===== src/logic/irqrs_consts.svh =====
// offsets, field positions, reset values and codes of the irq pin and reset cause bank
`ifndef IRQRS_CONSTS_SVH
`define IRQRS_CONSTS_SVH

// ----------------------------------------------------------------
// register byte offsets
// ----------------------------------------------------------------
`define IRQRS_OFF_IRQ 4'h0
`define IRQRS_OFF_CAUSE 4'h4
`define IRQRS_OFF_SYSCTL 4'h8

// ----------------------------------------------------------------
// irq_pin_control_status fields
// ----------------------------------------------------------------
`define IRQRS_IRQ_PDD 6
`define IRQRS_IRQ_POL 5
`define IRQRS_IRQ_PE 4
`define IRQRS_IRQ_FLAG 3
`define IRQRS_IRQ_ACK 2
`define IRQRS_IRQ_IE 1
`define IRQRS_IRQ_MOD 0

// ----------------------------------------------------------------
// system control fields
// ----------------------------------------------------------------
`define IRQRS_SYS_WDE 0
`define IRQRS_SYS_WDW 1
`define IRQRS_SYS_LVRE 2

// ----------------------------------------------------------------
// reset values and service codes
// ----------------------------------------------------------------
`define IRQRS_CAUSE_POR_VAL 8'h82
`define IRQRS_SVC_FIRST 8'h55
`define IRQRS_SVC_SECOND 8'hAA
`define IRQRS_WDOG_TIMEOUT 8192

`endif


===== src/logic/irqrs_pkg.sv =====
// types shared by the irq pin and reset cause bank
package irqrs_pkg;

  // reset cause flags in register bit order, bit 7 first
  typedef struct packed {
    logic por;
    logic pin;
    logic wdog;
    logic illegal_opcode_flag;
    logic illegal_address_flag;
    logic clock_loss_flag;
    logic low_voltage_flag;
    logic zero;
  } irqrs_cause_t;

  // control bits of the irq pin unit
  typedef struct packed {
    logic pull_disable;
    logic polarity_select;
    logic pin_function_enable;
    logic request_interrupt_enable;
    logic detection_mode;
  } irqrs_irqctl_t;

  // watchdog service sequence tracker
  typedef enum logic [0:0] {
    IRQRS_SVC_IDLE = 1'b0,
    IRQRS_SVC_ARMED = 1'b1
  } irqrs_svc_t;

endpackage : irqrs_pkg


===== src/logic/irqrs_top.sv =====
// irq pin unit, reset cause register and watchdog service on an avalon-mm slave
//
// Summary of operation
// - pin enabled with pull disable set turns both pull devices off
// - polarity 0 picks falling edges or low levels, 1 rising or high
// - enabled pin pulls down for rising detection, up for falling detection
// - pin enable 0 stops the pin from raising requests
// - request flag is read only and shows a detected request event
// - writing 1 to acknowledge clears the flag; it reads back 0
// - in edge-and-level mode acknowledge fails while pin stays asserted
// - interrupt enable drives the interrupt request whenever the flag is set
// - detection mode 0 is edge only, 1 is edge plus level
// - reset cause register holds read-only flags of the latest reset source
// - a debug forced reset leaves every cause flag cleared
// - with watchdog on, writing a non service value to cause address resets
// - writing first then second service value restarts the watchdog count
// - power-on reset sets power-on and low voltage flags only
// - low voltage trip with its reset enabled resets and sets its flag
// - other resets set each flag whose source is active at entry
// - external reset pin request sets the pin flag
// - watchdog timeout sets its flag; no such reset when watchdog is off
// - illegal opcode, disallowed stop or background instruction set opcode flag
// - access to an unimplemented address sets the illegal address flag
// - loss of the external clock sets the clock loss flag
// - in window mode any cause write before the last quarter resets
`timescale 1ns/1ps
`include "irqrs_consts.svh"

module irqrs_top
  import irqrs_pkg::*;
#(
  parameter int unsigned WDOG_TIMEOUT = `IRQRS_WDOG_TIMEOUT
) (
  input wire logic clk_sys,
  input wire logic reset_n,
  input wire logic clk_en,
  input wire logic [3:0] avs_address,
  input wire logic avs_read,
  input wire logic avs_write,
  input wire logic [31:0] avs_writedata,
  input wire logic [3:0] avs_byteenable,
  output logic [31:0] avs_readdata,
  output logic avs_waitrequest,
  input wire logic irq_pin,
  output logic pull_up_enable,
  output logic pull_down_enable,
  output logic irq_request,
  input wire logic ext_reset_req,
  input wire logic illegal_opcode_event,
  input wire logic stop_instruction,
  input wire logic stop_allow,
  input wire logic background_instruction,
  input wire logic background_mode_allow,
  input wire logic illegal_address_event,
  input wire logic clock_loss_event,
  input wire logic low_voltage_trip,
  input wire logic debug_force_reset,
  output logic system_reset
);

  localparam int CW = $clog2(WDOG_TIMEOUT + 1);
  localparam logic [CW-1:0] WD_LAST = CW'(WDOG_TIMEOUT - 1);
  localparam logic [CW-1:0] WD_OPEN = CW'(WDOG_TIMEOUT - WDOG_TIMEOUT / 4);

  // ----------------------------------------------------------------
  // state
  // ----------------------------------------------------------------
  irqrs_irqctl_t irq_ctl;
  irqrs_cause_t cause;
  irqrs_svc_t svc_state;
  logic request_flag;
  logic watchdog_enable;
  logic watchdog_window_mode;
  logic low_voltage_reset_enable;
  logic [CW-1:0] wd_count;
  logic pin_meta;
  logic pin_sync;
  logic prev_active;

  // ----------------------------------------------------------------
  // bus decode
  // ----------------------------------------------------------------
  logic wr_fire;
  logic rd_take;
  logic lane0;
  logic [7:0] wbyte;
  logic hit_irq;
  logic hit_cause;
  logic hit_sysctl;

  // a write takes effect at the edge where waitrequest is seen low; a read is sampled at the edge before, while it is high
  assign wr_fire = clk_en && avs_write && !avs_waitrequest;
  assign rd_take = clk_en && avs_read && avs_waitrequest;
  assign lane0 = avs_byteenable[0];
  assign wbyte = avs_writedata[7:0];
  assign hit_irq = (avs_address == `IRQRS_OFF_IRQ);
  assign hit_cause = (avs_address == `IRQRS_OFF_CAUSE);
  assign hit_sysctl = (avs_address == `IRQRS_OFF_SYSCTL);

  // ----------------------------------------------------------------
  // irq pin detection
  // ----------------------------------------------------------------
  logic active_lvl;
  logic edge_seen;
  logic set_req;
  logic ack_req;

  // xnor folds polarity so one detector serves both senses
  assign active_lvl = pin_sync ~^ irq_ctl.polarity_select;
  assign edge_seen = active_lvl && !prev_active;
  assign set_req = irq_ctl.pin_function_enable &&
                   (edge_seen || (irq_ctl.detection_mode && active_lvl));
  assign ack_req = wr_fire && hit_irq && lane0 && wbyte[`IRQRS_IRQ_ACK];

  // ----------------------------------------------------------------
  // reset sources
  // ----------------------------------------------------------------
  logic cause_wr;
  logic svc_value;
  logic wd_bad_write;
  logic wd_timeout;
  logic wdog_src;
  logic opcode_src;
  logic lv_src;
  logic reset_entry;
  logic svc_done;
  irqrs_cause_t next_cause;

  assign cause_wr = wr_fire && hit_cause && lane0;
  assign svc_value = (wbyte == `IRQRS_SVC_FIRST) || (wbyte == `IRQRS_SVC_SECOND);
  // early writes in window mode are treated as a failed service
  assign wd_bad_write = watchdog_enable && cause_wr &&
                        (!svc_value || (watchdog_window_mode && wd_count < WD_OPEN));
  assign wd_timeout = watchdog_enable && (wd_count == WD_LAST);
  assign wdog_src = wd_bad_write || wd_timeout;
  assign opcode_src = illegal_opcode_event ||
                    (stop_instruction && !stop_allow) ||
                    (background_instruction && !background_mode_allow);
  assign lv_src = low_voltage_trip && low_voltage_reset_enable;
  assign reset_entry = ext_reset_req || wdog_src || opcode_src || illegal_address_event ||
                       clock_loss_event || lv_src || debug_force_reset;
  assign svc_done = cause_wr && !wd_bad_write && svc_state == IRQRS_SVC_ARMED &&
                    wbyte == `IRQRS_SVC_SECOND;

  // cause capture at reset entry; debug wins, then low voltage
  always_comb begin
    next_cause = '0;
    if (debug_force_reset) begin
      next_cause = '0;
    end else if (lv_src) begin
      next_cause.por = cause.por; // power-on flag left as it stood
      next_cause.low_voltage_flag = 1'b1;
    end else begin
      next_cause.pin = ext_reset_req;
      next_cause.wdog = wdog_src;
      next_cause.illegal_opcode_flag = opcode_src;
      next_cause.illegal_address_flag = illegal_address_event;
      next_cause.clock_loss_flag = clock_loss_event;
    end
  end

  // ----------------------------------------------------------------
  // pin synchroniser and edge history
  // ----------------------------------------------------------------
  // first stage feeds only the second; detection reads pin_sync
  always_ff @(posedge clk_sys or negedge reset_n) begin
    if (!reset_n) begin
      pin_meta <= 1'b0;
      pin_sync <= 1'b0;
    end else if (clk_en) begin
      pin_meta <= irq_pin;
      pin_sync <= pin_meta;
    end
  end

  // history starts as active so a pin already asserted is not an edge
  always_ff @(posedge clk_sys or negedge reset_n) begin
    if (!reset_n) begin
      prev_active <= 1'b1;
    end else if (clk_en) begin
      prev_active <= active_lvl;
    end
  end

  // ----------------------------------------------------------------
  // irq control and flag
  // ----------------------------------------------------------------
  always_ff @(posedge clk_sys or negedge reset_n) begin
    if (!reset_n) begin
      irq_ctl <= '0;
    end else if (clk_en) begin
      if (reset_entry) begin
        irq_ctl <= '0;
      end else if (wr_fire && hit_irq && lane0) begin
        irq_ctl.pull_disable <= wbyte[`IRQRS_IRQ_PDD];
        irq_ctl.polarity_select <= wbyte[`IRQRS_IRQ_POL];
        irq_ctl.pin_function_enable <= wbyte[`IRQRS_IRQ_PE];
        irq_ctl.request_interrupt_enable <= wbyte[`IRQRS_IRQ_IE];
        irq_ctl.detection_mode <= wbyte[`IRQRS_IRQ_MOD];
      end
    end
  end

  // a set in the same cycle as an acknowledge wins, so no event is lost
  always_ff @(posedge clk_sys or negedge reset_n) begin
    if (!reset_n) begin
      request_flag <= 1'b0;
    end else if (clk_en) begin
      if (reset_entry) begin
        request_flag <= 1'b0;
      end else if (set_req) begin
        request_flag <= 1'b1;
      end else if (ack_req) begin
        request_flag <= 1'b0;
      end
    end
  end

  // ----------------------------------------------------------------
  // system control and reset cause
  // ----------------------------------------------------------------
  always_ff @(posedge clk_sys or negedge reset_n) begin
    if (!reset_n) begin
      watchdog_enable <= 1'b0;
      watchdog_window_mode <= 1'b0;
      low_voltage_reset_enable <= 1'b0;
    end else if (clk_en) begin
      if (reset_entry) begin
        watchdog_enable <= 1'b0;
        watchdog_window_mode <= 1'b0;
        low_voltage_reset_enable <= 1'b0;
      end else if (wr_fire && hit_sysctl && lane0) begin
        watchdog_enable <= wbyte[`IRQRS_SYS_WDE];
        watchdog_window_mode <= wbyte[`IRQRS_SYS_WDW];
        low_voltage_reset_enable <= wbyte[`IRQRS_SYS_LVRE];
      end
    end
  end

  // reset_n is the power-on reset; software writes never store here
  always_ff @(posedge clk_sys or negedge reset_n) begin
    if (!reset_n) begin
      cause <= `IRQRS_CAUSE_POR_VAL;
    end else if (clk_en && reset_entry) begin
      cause <= next_cause;
    end
  end

  // ----------------------------------------------------------------
  // watchdog count and service sequence
  // ----------------------------------------------------------------
  always_ff @(posedge clk_sys or negedge reset_n) begin
    if (!reset_n) begin
      wd_count <= '0;
    end else if (clk_en) begin
      if (reset_entry || svc_done || !watchdog_enable) begin
        wd_count <= '0;
      end else begin
        wd_count <= wd_count + 1'b1;
      end
    end
  end

  // only a first value arms; the second value alone does nothing
  always_ff @(posedge clk_sys or negedge reset_n) begin
    if (!reset_n) begin
      svc_state <= IRQRS_SVC_IDLE;
    end else if (clk_en) begin
      if (reset_entry || svc_done) begin
        svc_state <= IRQRS_SVC_IDLE;
      end else if (cause_wr && wbyte == `IRQRS_SVC_FIRST) begin
        svc_state <= IRQRS_SVC_ARMED;
      end
    end
  end

  // ----------------------------------------------------------------
  // outputs
  // ----------------------------------------------------------------
  // pulls follow detection sense; disabled pin leaves the pad floating
  always_ff @(posedge clk_sys or negedge reset_n) begin
    if (!reset_n) begin
      pull_up_enable <= 1'b0;
      pull_down_enable <= 1'b0;
    end else if (clk_en) begin
      pull_up_enable <= irq_ctl.pin_function_enable && !irq_ctl.pull_disable &&
                        !irq_ctl.polarity_select;
      pull_down_enable <= irq_ctl.pin_function_enable && !irq_ctl.pull_disable &&
                          irq_ctl.polarity_select;
    end
  end

  always_ff @(posedge clk_sys or negedge reset_n) begin
    if (!reset_n) begin
      irq_request <= 1'b0;
      system_reset <= 1'b0;
    end else if (clk_en) begin
      irq_request <= request_flag && irq_ctl.request_interrupt_enable;
      system_reset <= reset_entry;
    end
  end

  // one wait cycle per access; the answer lands at the following edge
  always_ff @(posedge clk_sys or negedge reset_n) begin
    if (!reset_n) begin
      avs_waitrequest <= 1'b1;
    end else if (clk_en) begin
      avs_waitrequest <= !((avs_read || avs_write) && avs_waitrequest);
    end
  end

  // unmapped addresses read zero; acknowledge always reads zero
  always_ff @(posedge clk_sys or negedge reset_n) begin
    if (!reset_n) begin
      avs_readdata <= '0;
    end else if (rd_take) begin
      if (hit_irq) begin
        avs_readdata <= {25'h0000000, irq_ctl.pull_disable, irq_ctl.polarity_select,
                         irq_ctl.pin_function_enable, request_flag, 1'b0,
                         irq_ctl.request_interrupt_enable, irq_ctl.detection_mode};
      end else if (hit_cause) begin
        avs_readdata <= {24'h000000, cause};
      end else if (hit_sysctl) begin
        avs_readdata <= {29'h00000000, low_voltage_reset_enable, watchdog_window_mode,
                         watchdog_enable};
      end else begin
        avs_readdata <= '0;
      end
    end
  end
endmodule : irqrs_top


===== config.mk =====
export PLATFORM = sky130hd
export DESIGN_NAME = irqrs_top
export DESIGN_NICKNAME = d
export VERILOG_FILES = /design/src/logic/irqrs_pkg.sv /design/src/logic/irqrs_top.sv
export VERILOG_INCLUDE_DIRS = /design/src /design/src/logic
export SDC_FILE = /design/constraint.sdc
export NUM_CORES = 1
export LEC_CHECK = 0
export BUFFER_PORTS_ARGS = -buffer_cell sky130_fd_sc_hd__buf_2
export CAP_MARGIN = 30
export CORE_MARGIN = 2
export CORE_UTILIZATION = 35
export CTS_CLUSTER_SIZE = 8
export DETAILED_ROUTE_END_ITERATION = 7
export PLACE_DENSITY = 0.65
export SLEW_MARGIN = 25
export SYNTH_ARGS = -nofsm -noshare
export SYNTH_HDL_FRONTEND = slang
export SYNTH_SLANG_ARGS = --single-unit

===== constraint.sdc =====
create_clock -name clk_sys -period 4.45 [get_ports clk_sys]
set_input_delay 0.6675 -clock clk_sys [delete_from_list [all_inputs] [get_ports clk_sys]]
set_output_delay 0.6675 -clock clk_sys [all_outputs]
set_load 0.01 [all_outputs]

# After elaboration in Yosys (flattened, before gate mapping)
# Index checks and enable logic that the tools add are counted.
dict set report word_totals {
  ff_bits 71
  latchBits 0
  mem_bits_rw 0
  rom_bits 0
  input_bits 56
  output_inout_bits 37
  elab_cells 123
  memories 0
}
dict set report op_classes {
  n_addsub 1
  multipliers 0
  n_div 0
  n_lt_le_gt_ge 1
  n_eq_ne 6
  n_shift 0
  muxes 21
  n_bitwise 1
  reduce_logical 66
}
# cell n
set ops {}
lappend ops {{$logic_and 1x1->1} 31}
lappend ops {{$mux 8} 2}
lappend ops {{$logic_or 1x1->1} 15}
lappend ops {{$mux 5} 3}
lappend ops {{$add 14x1->14 const B} 1}
lappend ops {{$eq 14x13->1 const B} 1}
lappend ops {{$lt 14x13->1 const B} 1}
lappend ops {{$mux 14} 1}
lappend ops {{$mux 1} 13}
lappend ops {{$logic_not 1->1} 10}
lappend ops {{$reduce_and 2->1} 5}
lappend ops {{$eq 8x7->1 const B} 1}
lappend ops {{$eq 8x8->1 const B} 1}
lappend ops {{$mux 7} 1}
lappend ops {{$reduce_bool 2->1} 3}
lappend ops {{$eq 4x3->1 const B} 1}
lappend ops {{$eq 4x4->1 const B} 1}
lappend ops {{$logic_not 4->1} 1}
lappend ops {{$mux 3} 1}
lappend ops {{$reduce_bool 3->1} 1}
lappend ops {{$ne 2x2->1 const B} 1}
lappend ops {{$xnor 1x1->1} 1}

# Depth between registers and ports, before layout
# Gate-level depths: netlist (run 1).
dict set report depth {
  depth_word 16
  mapped_depth 7
  mapped_depth_nobuf 6
}

# Worst setup path after synthesis (run 1)
# No wires, ideal clock.
dict set report synth_timing {
  path_kind {input port to flip-flop}
  startpoint {input avs_address[3]}
  endpoint {register low_voltage_reset_enable}
  setup_ps 127
  t_arrival_ps 2247
  required_time_ps 4323
  slack_ps 2076
  stages 7
  n_path_buf 2
  path_cell_list {buf_2 -> or4b_4 -> nor4_2 -> a311oi_2 -> a21oi_4 -> buf_6 -> o22ai_1}
}
dict set report synth_via {
  elab_chain_cells 14
  word_cells_on_any_way 18
  classes_between {eq/ne: 2; mux: 1; reduce/logical: 15}
}
# item line_no
set synth_lines {}
lappend synth_lines {{start, declared} irqrs_top.sv:37} ;# input wire logic [3:0] avs_address,
lappend synth_lines {{$eq 4x3->1 (no source line)} --}
lappend synth_lines {{$logic_and 1x1->1 (2 in a row)} irqrs_top.sv:129} ;# assign cause_wr = wr_fire && hit_cause && lane0;
lappend synth_lines {{$logic_and 1x1->1 (2 in a row)} irqrs_top.sv:132} ;# assign wd_bad_write = watchdog_enable && cause_wr &&
lappend synth_lines {{$logic_or 1x1->1} irqrs_top.sv:135} ;# assign wdog_src = wd_bad_write || wd_timeout;
lappend synth_lines {{$logic_or 1x1->1 (4 in a row)} irqrs_top.sv:140} ;# assign reset_entry = ext_reset_req || wdog_src || opcode_src || illegal_address_event ||
lappend synth_lines {{$logic_or 1x1->1 (2 in a row)} irqrs_top.sv:141} ;# clock_loss_event || lv_src || debug_force_reset;
lappend synth_lines {{$reduce_bool 2->1 (no source line)} --}
lappend synth_lines {{$reduce_and 2->1 (no source line)} --}
lappend synth_lines {{end signal, assigned} irqrs_top.sv:235} ;# low_voltage_reset_enable <= wbyte[`IRQRS_SYS_LVRE];
lappend synth_lines {{end, declared} irqrs_top.sv:74} ;# logic low_voltage_reset_enable;
# Several ways; a longest one is shown, not always the timed one.
# A chain may end at the register's enable or synchronous reset.

# Worst setup path after layout (run 1)
dict set report layout_timing {
  startpoint {input clk_en}
  endpoint {register cause[6] in the netlist's numbering}
}
dict set report layout_via {
  elab_chain_cells 14
}
# item line_no
set layout_lines {}
lappend layout_lines {{start, declared} irqrs_top.sv:36} ;# input wire logic clk_en,
lappend layout_lines {{$logic_and 1x1->1 (2 in a row)} irqrs_top.sv:92} ;# assign wr_fire = clk_en && avs_write && !avs_waitrequest;
lappend layout_lines {{$logic_and 1x1->1 (2 in a row)} irqrs_top.sv:129}
lappend layout_lines {{$logic_and 1x1->1 (2 in a row)} irqrs_top.sv:132}
lappend layout_lines {{$logic_or 1x1->1} irqrs_top.sv:135}
lappend layout_lines {{$logic_or 1x1->1 (4 in a row)} irqrs_top.sv:140}
lappend layout_lines {{$logic_or 1x1->1 (2 in a row)} irqrs_top.sv:141}
lappend layout_lines {{$logic_and 1x1->1 *} irqrs_top.sv:244} ;# end else if (clk_en && reset_entry) begin
lappend layout_lines {{end signal, assigned} irqrs_top.sv:243} ;# cause <= `IRQRS_CAUSE_POR_VAL;
lappend layout_lines {{end signal, assigned} irqrs_top.sv:245} ;# cause <= next_cause;
lappend layout_lines {{end, declared} irqrs_top.sv:69} ;# irqrs_cause_t cause;
# Every way passes the cells marked *; elsewhere a longest branch is shown, timed or not.

==> impl_metrics.csv, run 1 <==
group,metric,value,unit
grt,overflow,0,
pwr,total_leakage_power,0.00124,uW
sta,tns,0,ns
clock_network,clkTransAtPathRegs,0.09,ns
clock_network,htreeDepth,2,
sta,worst_slack,1.89,ns
finish,antenna_cells,0,
grt,grt_pass1_wl,9460,um
sta,fmax,0.391,GHz
drt,postRouteAntennaNets,0,
sta,finalCritPeriodShare,57.5,%
synth,synth-edff-count,0,
floorplanning,io_pins,93,
grt,antenna_found_initial,0,
synth,synth_seq_area_share,45.7,%
critical_path,r2r_setup_slack,2.14,ns
clock_network,clockBufferDepth,2,
critical_path,critPathMaxStageDelay,0.48,ns
status,status,"finished clean",
pwr,p_total,813,uW
synth,ys_ff_latch,47,
sta,timing.final.crit_period,2.56,ns
critical_path,r2r_cells,5,
sta,finalSetupViolations,0,
critical_path,start_kind,"input port",
sta,hold_violations,0,
floorplanning,die_h,90.0,um
finish,layout_common_cells,"dfrtp_1 (43), buf_2 (40), nand2_1 (39), inv_1 (24), conb_1 (24)",
place,gp_congestion,0.795,
clock_network,ctsResizeCount,0,
clock_network,cts.sinks,47,
critical_path,r2r_start,"avs_waitrequest",
finish,final_common_cell,"dfrtp_1",
synth,synth_area_per_cell,9.47,um^2
floorplanning,core,7210,um^2
finish,final_util,40.1,%
place,place_hpwl,4060,um
grt,grt_max_degree,48,
drt,drc_errors,0,
sta,worst_pin_slew,0.789,ns
pwr,power_density,281,nW/um^2
clock_network,cts_tree,"built",
flow_run,cap_violations,0,
clock_network,cts_buffers,5,
grt,met1_usage,20.6,%
critical_path,slowest_stage,"a21oi_4",
synth,yosys_warnings,0,
drt,vias,2039,
critical_path,end_kind,"register",
critical_path,cp_max_fo,26,
drt,drt_iter0_drc,127,
synth,async_flop_share,100,%
grt,grt_pass1_vias,1978,
synth,synthesis.area,2590,um^2
floorplanning,rows,31,
critical_path,cp_top_family,"simple AND/OR/NAND/NOR gates",
synth,synth_cells,273,
sta,drv_slew,0,
finish,nets,370,
drt,wl_per_cell,13.4,um
drt,totalWireLength,5530,um
clock_network,cts_hold_buf,0,
grt,use_met2,22.3,%
clock_network,worstSkewPairLatency,0.30,ns
floorplanning,die_w,90.0,um
synth,synth_top_flop_cell,"dfrtp_1",
finish,drive_gt1_share,20.4,%
floorplanning,initial_core_util,35.8,%
clock_network,cts_setup_buffers,0,
worst_hold_path,hold_path_class,"input port to async pin",
floorplanning,die_area,8090,um^2
drt,detail_route.first_pass.iterations,4,
critical_path,arrival,2.78,ns
clock_network,cts_root_buffer,"clkbuf_8",
sta,clock_skew,0.0154,ns
drt,via_per_inst,4.94,
place,portBuffers,41,
grt,grt_util_all_layers,14.0,%
grt,grt-busiest-layer,"met2",
pwr,peakVddDrop,0.178,mV
critical_path,criticalPathCategory,"input port to register",
critical_path,crit_path_cell_trace,"buf_2, nand4b_1, nor4_2, a311oi_2, buf_4, a21oi_4, mux2i_1",
finish,n_fill_cell,731,
critical_path,reg2reg_to,"wd_count[6]",
sta,relSlewSlack,47.2,%
grt,grtUsageMet3,1.42,%
synth,ys_types,52,
place,place_ws,1.60,ns
sta,rsz0062_at_grt,"false",
finish,area_delta_synth_final,11.9,%
critical_path,worstPathBufferInverterCount,2,
critical_path,required,4.67,ns
state kept, by name, summed over array words and instances, names as in the netlist:
| signal | cells |
|---|---|
| irq_request | 1 |
| irq_ctl | 5 |
| low_voltage_reset_enable | 1 |
| system_reset | 1 |
| watchdog_window_mode | 1 |
| svc_state | 1 |
| cause | 7 |
| avs_waitrequest | 1 |
| watchdog_enable | 1 |
| pin_sync | 1 |
| prev_active | 1 |
| avs_readdata | 8 |
| pin_meta | 1 |
| request_flag | 1 |
| pull_down_enable | 1 |
| wd_count | 14 |
| pull_up_enable | 1 |
cell usage after synthesis, types with 2 or more instances:
master / n / area share, %
xor2_1: 3 / 1.0
nor4bb_1: 2 / 0.77
clkbuf_1: 5 / 0.73
nand4bb_1: 2 / 0.87
buf_2: 2 / 0.39
nor3_1: 5 / 0.97
nor4_2: 2 / 0.97
o311ai_1: 3 / 1.0
inv_1: 24 / 3.5
dfrtp_1: 43 / 42
xnor2_1: 3 / 1.0
a31oi_1: 3 / 0.73
a22oi_1: 5 / 1.5
nor2b_1: 2 / 0.48
o31ai_1: 4 / 1.2
nand3b_1: 2 / 0.58
o22ai_1: 12 / 2.9
or3_1: 2 / 0.48
nand4_1: 7 / 1.7
mux2i_1: 5 / 1.9
o2bb2ai_1: 2 / 0.68
dfstp_2: 4 / 4.1
nand2_1: 39 / 5.7
nor2_1: 5 / 0.73
nand4b_1: 2 / 0.68
buf_4: 24 / 7.0
nand2b_1: 3 / 0.73
o21ai_0: 10 / 1.9
a21oi_1: 10 / 1.9
nor4_1: 4 / 0.97
mux2_2: 2 / 0.87
nand3_1: 12 / 2.3
metrics by stage:
stage	area, um^2	std cells	hold slack [ns]
floorplan	2670	296	0.372
finish	2900	413	0.377
global placement	2790	405	0.456
CTS	2900	413	0.394
detailed placement	2790	405	0.464
global route	2900	413	0.420
metal layers:
| layer | part of all wire, % | routed length, um |
|---|---|---|
| met1 | 51 | 2850 |
| met2 | 44 | 2460 |
| met3 | 3.1 | 173 |
| met4 | 0.98 | 54 |
| met5 | 0 | 0 |
how the worst max path moves through the flow:
stage,from,end,slack [ns],cells past startpoint
2_1_floorplan,avs_address[3],low_voltage_reset_enable,2.08,7
3_3_place_gp,clk_en,cause[6],1.64,7
3_5_place_dp,clk_en,cause[6],1.60,7
4_1_cts,clk_en,cause[6],1.91,7
5_1_grt,clk_en,irq_ctl[4],1.71,7
6_report,clk_en,cause[6],1.89,7
kinds of logic after synthesis:
family	synth area share, %
other cells	0.145
mux	2.81
buf+inv	12.0
simple gates	20.3
xor+xnor	2.03
compound gates	16.6
flops	45.7
fa+ha+maj	0.484
where the power goes:
part	leakage (uW)	switching, uW	total, uW	internal, uW
clock network	0.0000505	143	285	142
registers	0.000630	6.20	446	439
logic	0.000562	54.1	81.9	27.8
total	0.00124	204	813	609
final cells by class:
class	count	area [um^2]	area share, %
Clock buffer	7	96.3	3.33
Timing Repair Buffer	42	215	7.43
Clock inverter	1	7.51	0.259
Sequential cell	47	1180	40.8
Inverter	24	90.1	3.11
Multi-Input combinational cell	193	1180	40.8
Tap cell	99	124	4.28
No activity file was read; power rests on OpenSTA's default activity.
==> run 2, diff against run 1 <==
PLACE_DENSITY = 0.67   (was 0.65)
clock period = 2.2 ns   (was 4.45 ns; I/O delays follow)
==> impl_metrics.csv, run 2 (synthesis results as in run 1) <==
group,metric,value,unit
sta,finalSetupViolations,0,
grt,antenna_found_initial,0,
pwr,p_total,1760,uW
sta,timing.final.crit_period,2.06,ns
drt,vias,2129,
sta,drv_slew,0,
finish,nets,398,
critical_path,start_kind,"register",
grt,overflow,0,
clock_network,cts_tree,"built",
clock_network,htreeDepth,2,
clock_network,worstSkewPairLatency,0.30,ns
critical_path,cp_max_fo,6,
critical_path,r2r_start,"avs_waitrequest",
floorplanning,die_w,90.0,um
floorplanning,rows,31,
finish,regArea,1180,um^2
drt,detail_route.first_pass.iterations,4,
pwr,power_density,558,nW/um^2
drt,via_per_inst,4.83,
finish,drive_gt1_share,27.8,%
sta,relSlewSlack,65.6,%
grt,grt_pass1_wl,9740,um
floorplanning,io_pins,93,
finish,largestRegisters,"wd_count x14, avs_readdata x8, cause x7",
critical_path,worstSetupStartpoint,"avs_waitrequest",
pwr,peakVddDrop,0.322,mV
place,place_hpwl,4280,um
clock_network,clockBufferDepth,2,
drt,totalWireLength,5690,um
sta,worst_pin_slew,0.515,ns
worst_hold_path,hold_path_class,"input port to async pin",
critical_path,required,2.38,ns
clock_network,cts_buffers,5,
status,status,"finished clean",
finish,n_fill_cell,726,
floorplanning,core,7210,um^2
floorplanning,initial_core_util,35.8,%
finish,final_common_cell,"dfrtp_1",
pwr,total_leakage_power,0.00140,uW
finish,area_delta_synth_final,22.0,%
critical_path,critPathMaxStageDelay,0.42,ns
floorplanning,die_area,8090,um^2
finish,multi_input_area,1190,um^2
drt,drc_errors,0,
drt,postRouteAntennaNets,0,
finish,largest_reg_flops,14,
critical_path,cpMostUsedCell,"buf_4",
drt,wl_per_cell,12.9,um
critical_path,criticalPathCategory,"register to register",
grt,grt_max_degree,48,
finish,top_register,"wd_count",
critical_path,slowest_stage,"nor4_2",
clock_network,cts_root_buffer,"clkbuf_8",
grt,grt_util_all_layers,14.6,%
clock_network,clkTransAtPathRegs,0.09,ns
clock_network,cts.sinks,47,
sta,rsz0062_at_grt,"false",
sta,fmax,0.486,GHz
critical_path,end_kind,"register",
critical_path,arrival,2.24,ns
floorplanning,die_h,90.0,um
sta,hold_ws,0.00346,ns
drt,drt_iter0_drc,124,
clock_network,cts_hold_buf,0,
critical_path,crit_path_cell_trace,"nand4b_1, buf_4, nor4_2, a2111oi_4, buf_4, a31oi_1, o22ai_1",
sta,finalCritPeriodShare,93.6,%
grt,grt_pass1_vias,2035,
finish,layout_common_cells,"dfrtp_1 (43), buf_2 (41), nand2_1 (38), buf_4 (27)",
finish,antenna_cells,0,
place,portBuffers,41,
sta,hold_violations,0,
place,gp_congestion,0.894,
flow_run,cap_violations,0,
sta,clock_skew,0.0138,ns
-- run 2: per-stage QoR --
| step | std cells | TNS (ns) | setup slack (ns) | instance area [um^2] | util, % |
|---|---|---|---|---|---|
| floorplan | 296 | 0 | 0.163 | 2670 | - |
| global placement | 431 | -0.0345 | -0.0216 | 3010 | 41.7 |
| detailed placement | 431 | -0.0546 | -0.0480 | 3010 | 41.7 |
| CTS | 439 | 0 | 0.0442 | 3130 | 43.3 |
| global route | 441 | 0 | 0.0176 | 3160 | 43.7 |
| finish | 441 | 0 | 0.141 | 3160 | 43.7 |
-- run 2: per-layer routing --
| metal | routed length, um | part of all wire, % | vias to the layer above | track usage, % |
|---|---|---|---|---|
| li1 | - | - | 1068 | - |
| met1 | 2870 | 50 | 1004 | 21.8 |
| met2 | 2580 | 45 | 52 | 22.2 |
| met3 | 193 | 3.4 | 5 | 2.10 |
| met4 | 46 | 0.81 | 0 | 3.85 |
| met5 | 0 | 0 | - | 0 |
-- run 2: power by group --
group	leakage, uW	switching, uW	internal, uW
logic	0.000704	118	84.0
clock network	0.0000612	292	368
registers	0.000630	9.79	889
total	0.00140	420	1340
-- run 2: area by class of cell --
| cell class | instances | area share (%) |
|---|---|---|
| flip-flops and latches | 47 | 37.4 |
| clock buffers | 6 | 2.62 |
| well taps | 99 | 3.93 |
| repair buffers | 70 | 14.2 |
| clock inverters | 2 | 1.11 |
| inverters | 24 | 2.85 |
| multi-input cells | 193 | 37.9 |
-- run 2: critical path, delay by kind of cell, from the launching register on --
family / cells / cell delay [ns]
AND/OR/NAND/NOR: 2 / 0.69
AO/OA/AOI/OAI: 3 / 0.48
buffers and inverters: 2 / 0.40
flip-flops: 1 / 0.37
-- run 2: path summary, 6_finish.rpt --
path,slack (ns),endpoint,depth (start not counted)
max,0.14,wd_count[4],7
max reg2reg,0.14,wd_count[4],7
min,0.003,cause[2],2
min reg2reg,0.48,avs_readdata[1],2
min in group clk_sys,0.26,pin_meta,2
max in group asynchronous,1.93,avs_waitrequest,2
-- run 2: timing repair --
action                     4_1_cts  5_1_grt
buffers inserted                 0        2
setup endpoints to repair        2       15
pin swaps                        1        2
resized for setup                0        3
==> run 3, diff against run 2 <==
REMOVE_ABC_BUFFERS = 1   (was default)
==> impl_metrics.csv, run 3 (synthesis results as in run 1) <==
group,metric,value,unit
status,status,"finished, violations left",
status,violations,"hold timing",
pwr,total_leakage_power,0.00135,uW
pwr,p_sw,445,uW
critical_path,start_kind,"register",
finish,top_register,"wd_count",
finish,n_fill_cell,727,
sta,worst_slack,0.157,ns
floorplanning,rows,31,
sta,hold_violations,13,
critical_path,cp_max_fo,6,
finish,final_util,42.5,%
critical_path,r2r_start,"avs_waitrequest",
pwr,intPower,1310,uW
pwr,power_density,571,nW/um^2
finish,antenna_cells,0,
drt,drc_errors,0,
finish,nets,388,
sta,drv_slew,0,
sta,fmax,0.490,GHz
critical_path,criticalPathCategory,"register to register",
grt,grtUsageMet3,3.27,%
place,gp_congestion,0.871,
grt,met1_usage,21.1,%
finish,layout_common_cells,"dfrtp_1 (43), buf_2 (41), nand2_1 (39), inv_1 (24), conb_1 (24)",
pwr,p_clk_share,37.8,%
drt,wl_per_cell,13.9,um
sta,clock_skew,0.0119,ns
clock_network,cts_root_buffer,"clkbuf_8",
critical_path,r2r_setup_slack,0.16,ns
pwr,p_seq_share,51.5,%
flow_run,cap_violations,0,
clock_network,cts_hold_buf,0,
clock_network,clockBufferDepth,2,
grt,grt_max_degree,27,
clock_network,ctsResizeCount,0,
drt,via_per_inst,5.01,
floorplanning,die_w,90.0,um
critical_path,r2r_cells,8,
place,portBuffers,41,
sta,timing.final.crit_period,2.04,ns
floorplanning,io_pins,93,
grt,use_met2,24.3,%
finish,largest_reg_flops,14,
worst_hold_path,hold_path_class,"input port to async pin",
grt,antenna_found_initial,0,
finish,area_delta_synth_final,18.5,%
floorplanning,core,7210,um^2
finish,largestRegisters,"wd_count x14, avs_readdata x8, cause x7",
sta,finalSetupViolations,0,
critical_path,required,2.42,ns
sta,finalCritPeriodShare,92.9,%
sta,rsz0062_at_grt,"false",
clock_network,htreeDepth,2,
grt,overflow,0,
clock_network,cts_setup_buffers,0,
critical_path,reg2reg_to,"wd_count[4]",
grt,grt_util_all_layers,15.3,%
sta,worst_pin_slew,0.539,ns
clock_network,clkTransAtPathRegs,0.10,ns
pwr,sw_frac_of_total,25.4,%
place,place_hpwl,4440,um
clock_network,cts.sinks,47,
sta,tns,0,ns
grt,grt_pass1_wl,10100,um
floorplanning,die_h,90.0,um
sta,hold_ws,-0.00807,ns
finish,multi_input_area,1180,um^2
critical_path,end_kind,"register",
pwr,peakVddDrop,0.237,mV
clock_network,worstSkewPairLatency,0.31,ns
drt,detail_route.first_pass.iterations,4,
sta,relSlewSlack,64.1,%
finish,drive_gt1_share,24.7,%
clock_network,cts_tree,"built",
pwr,p_total,1750,uW
drt,totalWireLength,6010,um
grt,grt_pass1_vias,2087,
drt,vias,2159,
clock_network,cts_buffers,5,
floorplanning,die_area,8090,um^2
drt,drt_iter0_drc,110,
pwr,combPwrFrac,10.7,%
drt,postRouteAntennaNets,0,
floorplanning,initial_core_util,35.8,%
place,place_ws,0.0243,ns
finish,regArea,1180,um^2
critical_path,arrival,2.26,ns
grt,grt-busiest-layer,"met2",
finish,final_common_cell,"dfrtp_1",
## run 3: cell count changes in the layout (fill, tap and decap cells not counted), sizes merged
cell	previous run	this run
inv	24	25
buf	70	60
clkbuf	6	5
## run 3: layout make-up
class                      count  share of cell area (%)
inverter                      24                    2.94
multi-input combinational    193                    38.5
clock buffer                   5                    2.24
clock inverter                 3                    1.55
tap                           99                    4.04
sequential                    47                    38.5
timing repair buffer          60                    12.2
## run 3: power by group through the flow
stage	Clock (uW)	Sequential (uW)	Combinational, uW
3_5_place_dp	0	919	189
2_1_floorplan	0	920	82.3
5_1_grt	705	907	209
3_3_place_gp	0	918	186
6_report	662	902	187
4_1_cts	671	902	190
## run 3: stage by stage
step	hold WS (ns)	area (um^2)	cells
2_1_floorplan	0.0344	2450	264
3_3_place_gp	0.340	2940	422
3_5_place_dp	0.350	2940	422
4_1_cts	0.00789	3060	430
5_1_grt	0.0179	3070	431
6_report	-0.00807	3070	431
## run 3: how the worst max path moves through the flow
| stage | end | startpoint | cells past startpoint |
|---|---|---|---|
| 2_1_floorplan | watchdog_enable | avs_waitrequest | 5 |
| 5_1_grt | cause[6] | wd_count[0] | 8 |
| 4_1_cts | wd_count[8] | avs_waitrequest | 6 |
| 6_report | wd_count[4] | avs_waitrequest | 8 |
| 3_5_place_dp | cause[6] | avs_address[1] | 8 |
| 3_3_place_gp | cause[6] | avs_address[1] | 8 |
## run 3: critical path, cell delays in order (launching register included)
cell       delay, ns
dfstp_2         0.58
nand4b_1        0.23
nor4_2          0.09
buf_4           0.15
a2111oi_4       0.35
buf_4           0.19
buf_4           0.13
a31oi_1         0.08
o22ai_1         0.18
## run 3: layer usage
metal  part of all wire, %  vias to the layer above
met4                   1.7                        0
met5                     0                        -
li1                      -                     1045
met2                    45                       62
met3                   4.9                       10
met1                    49                     1042
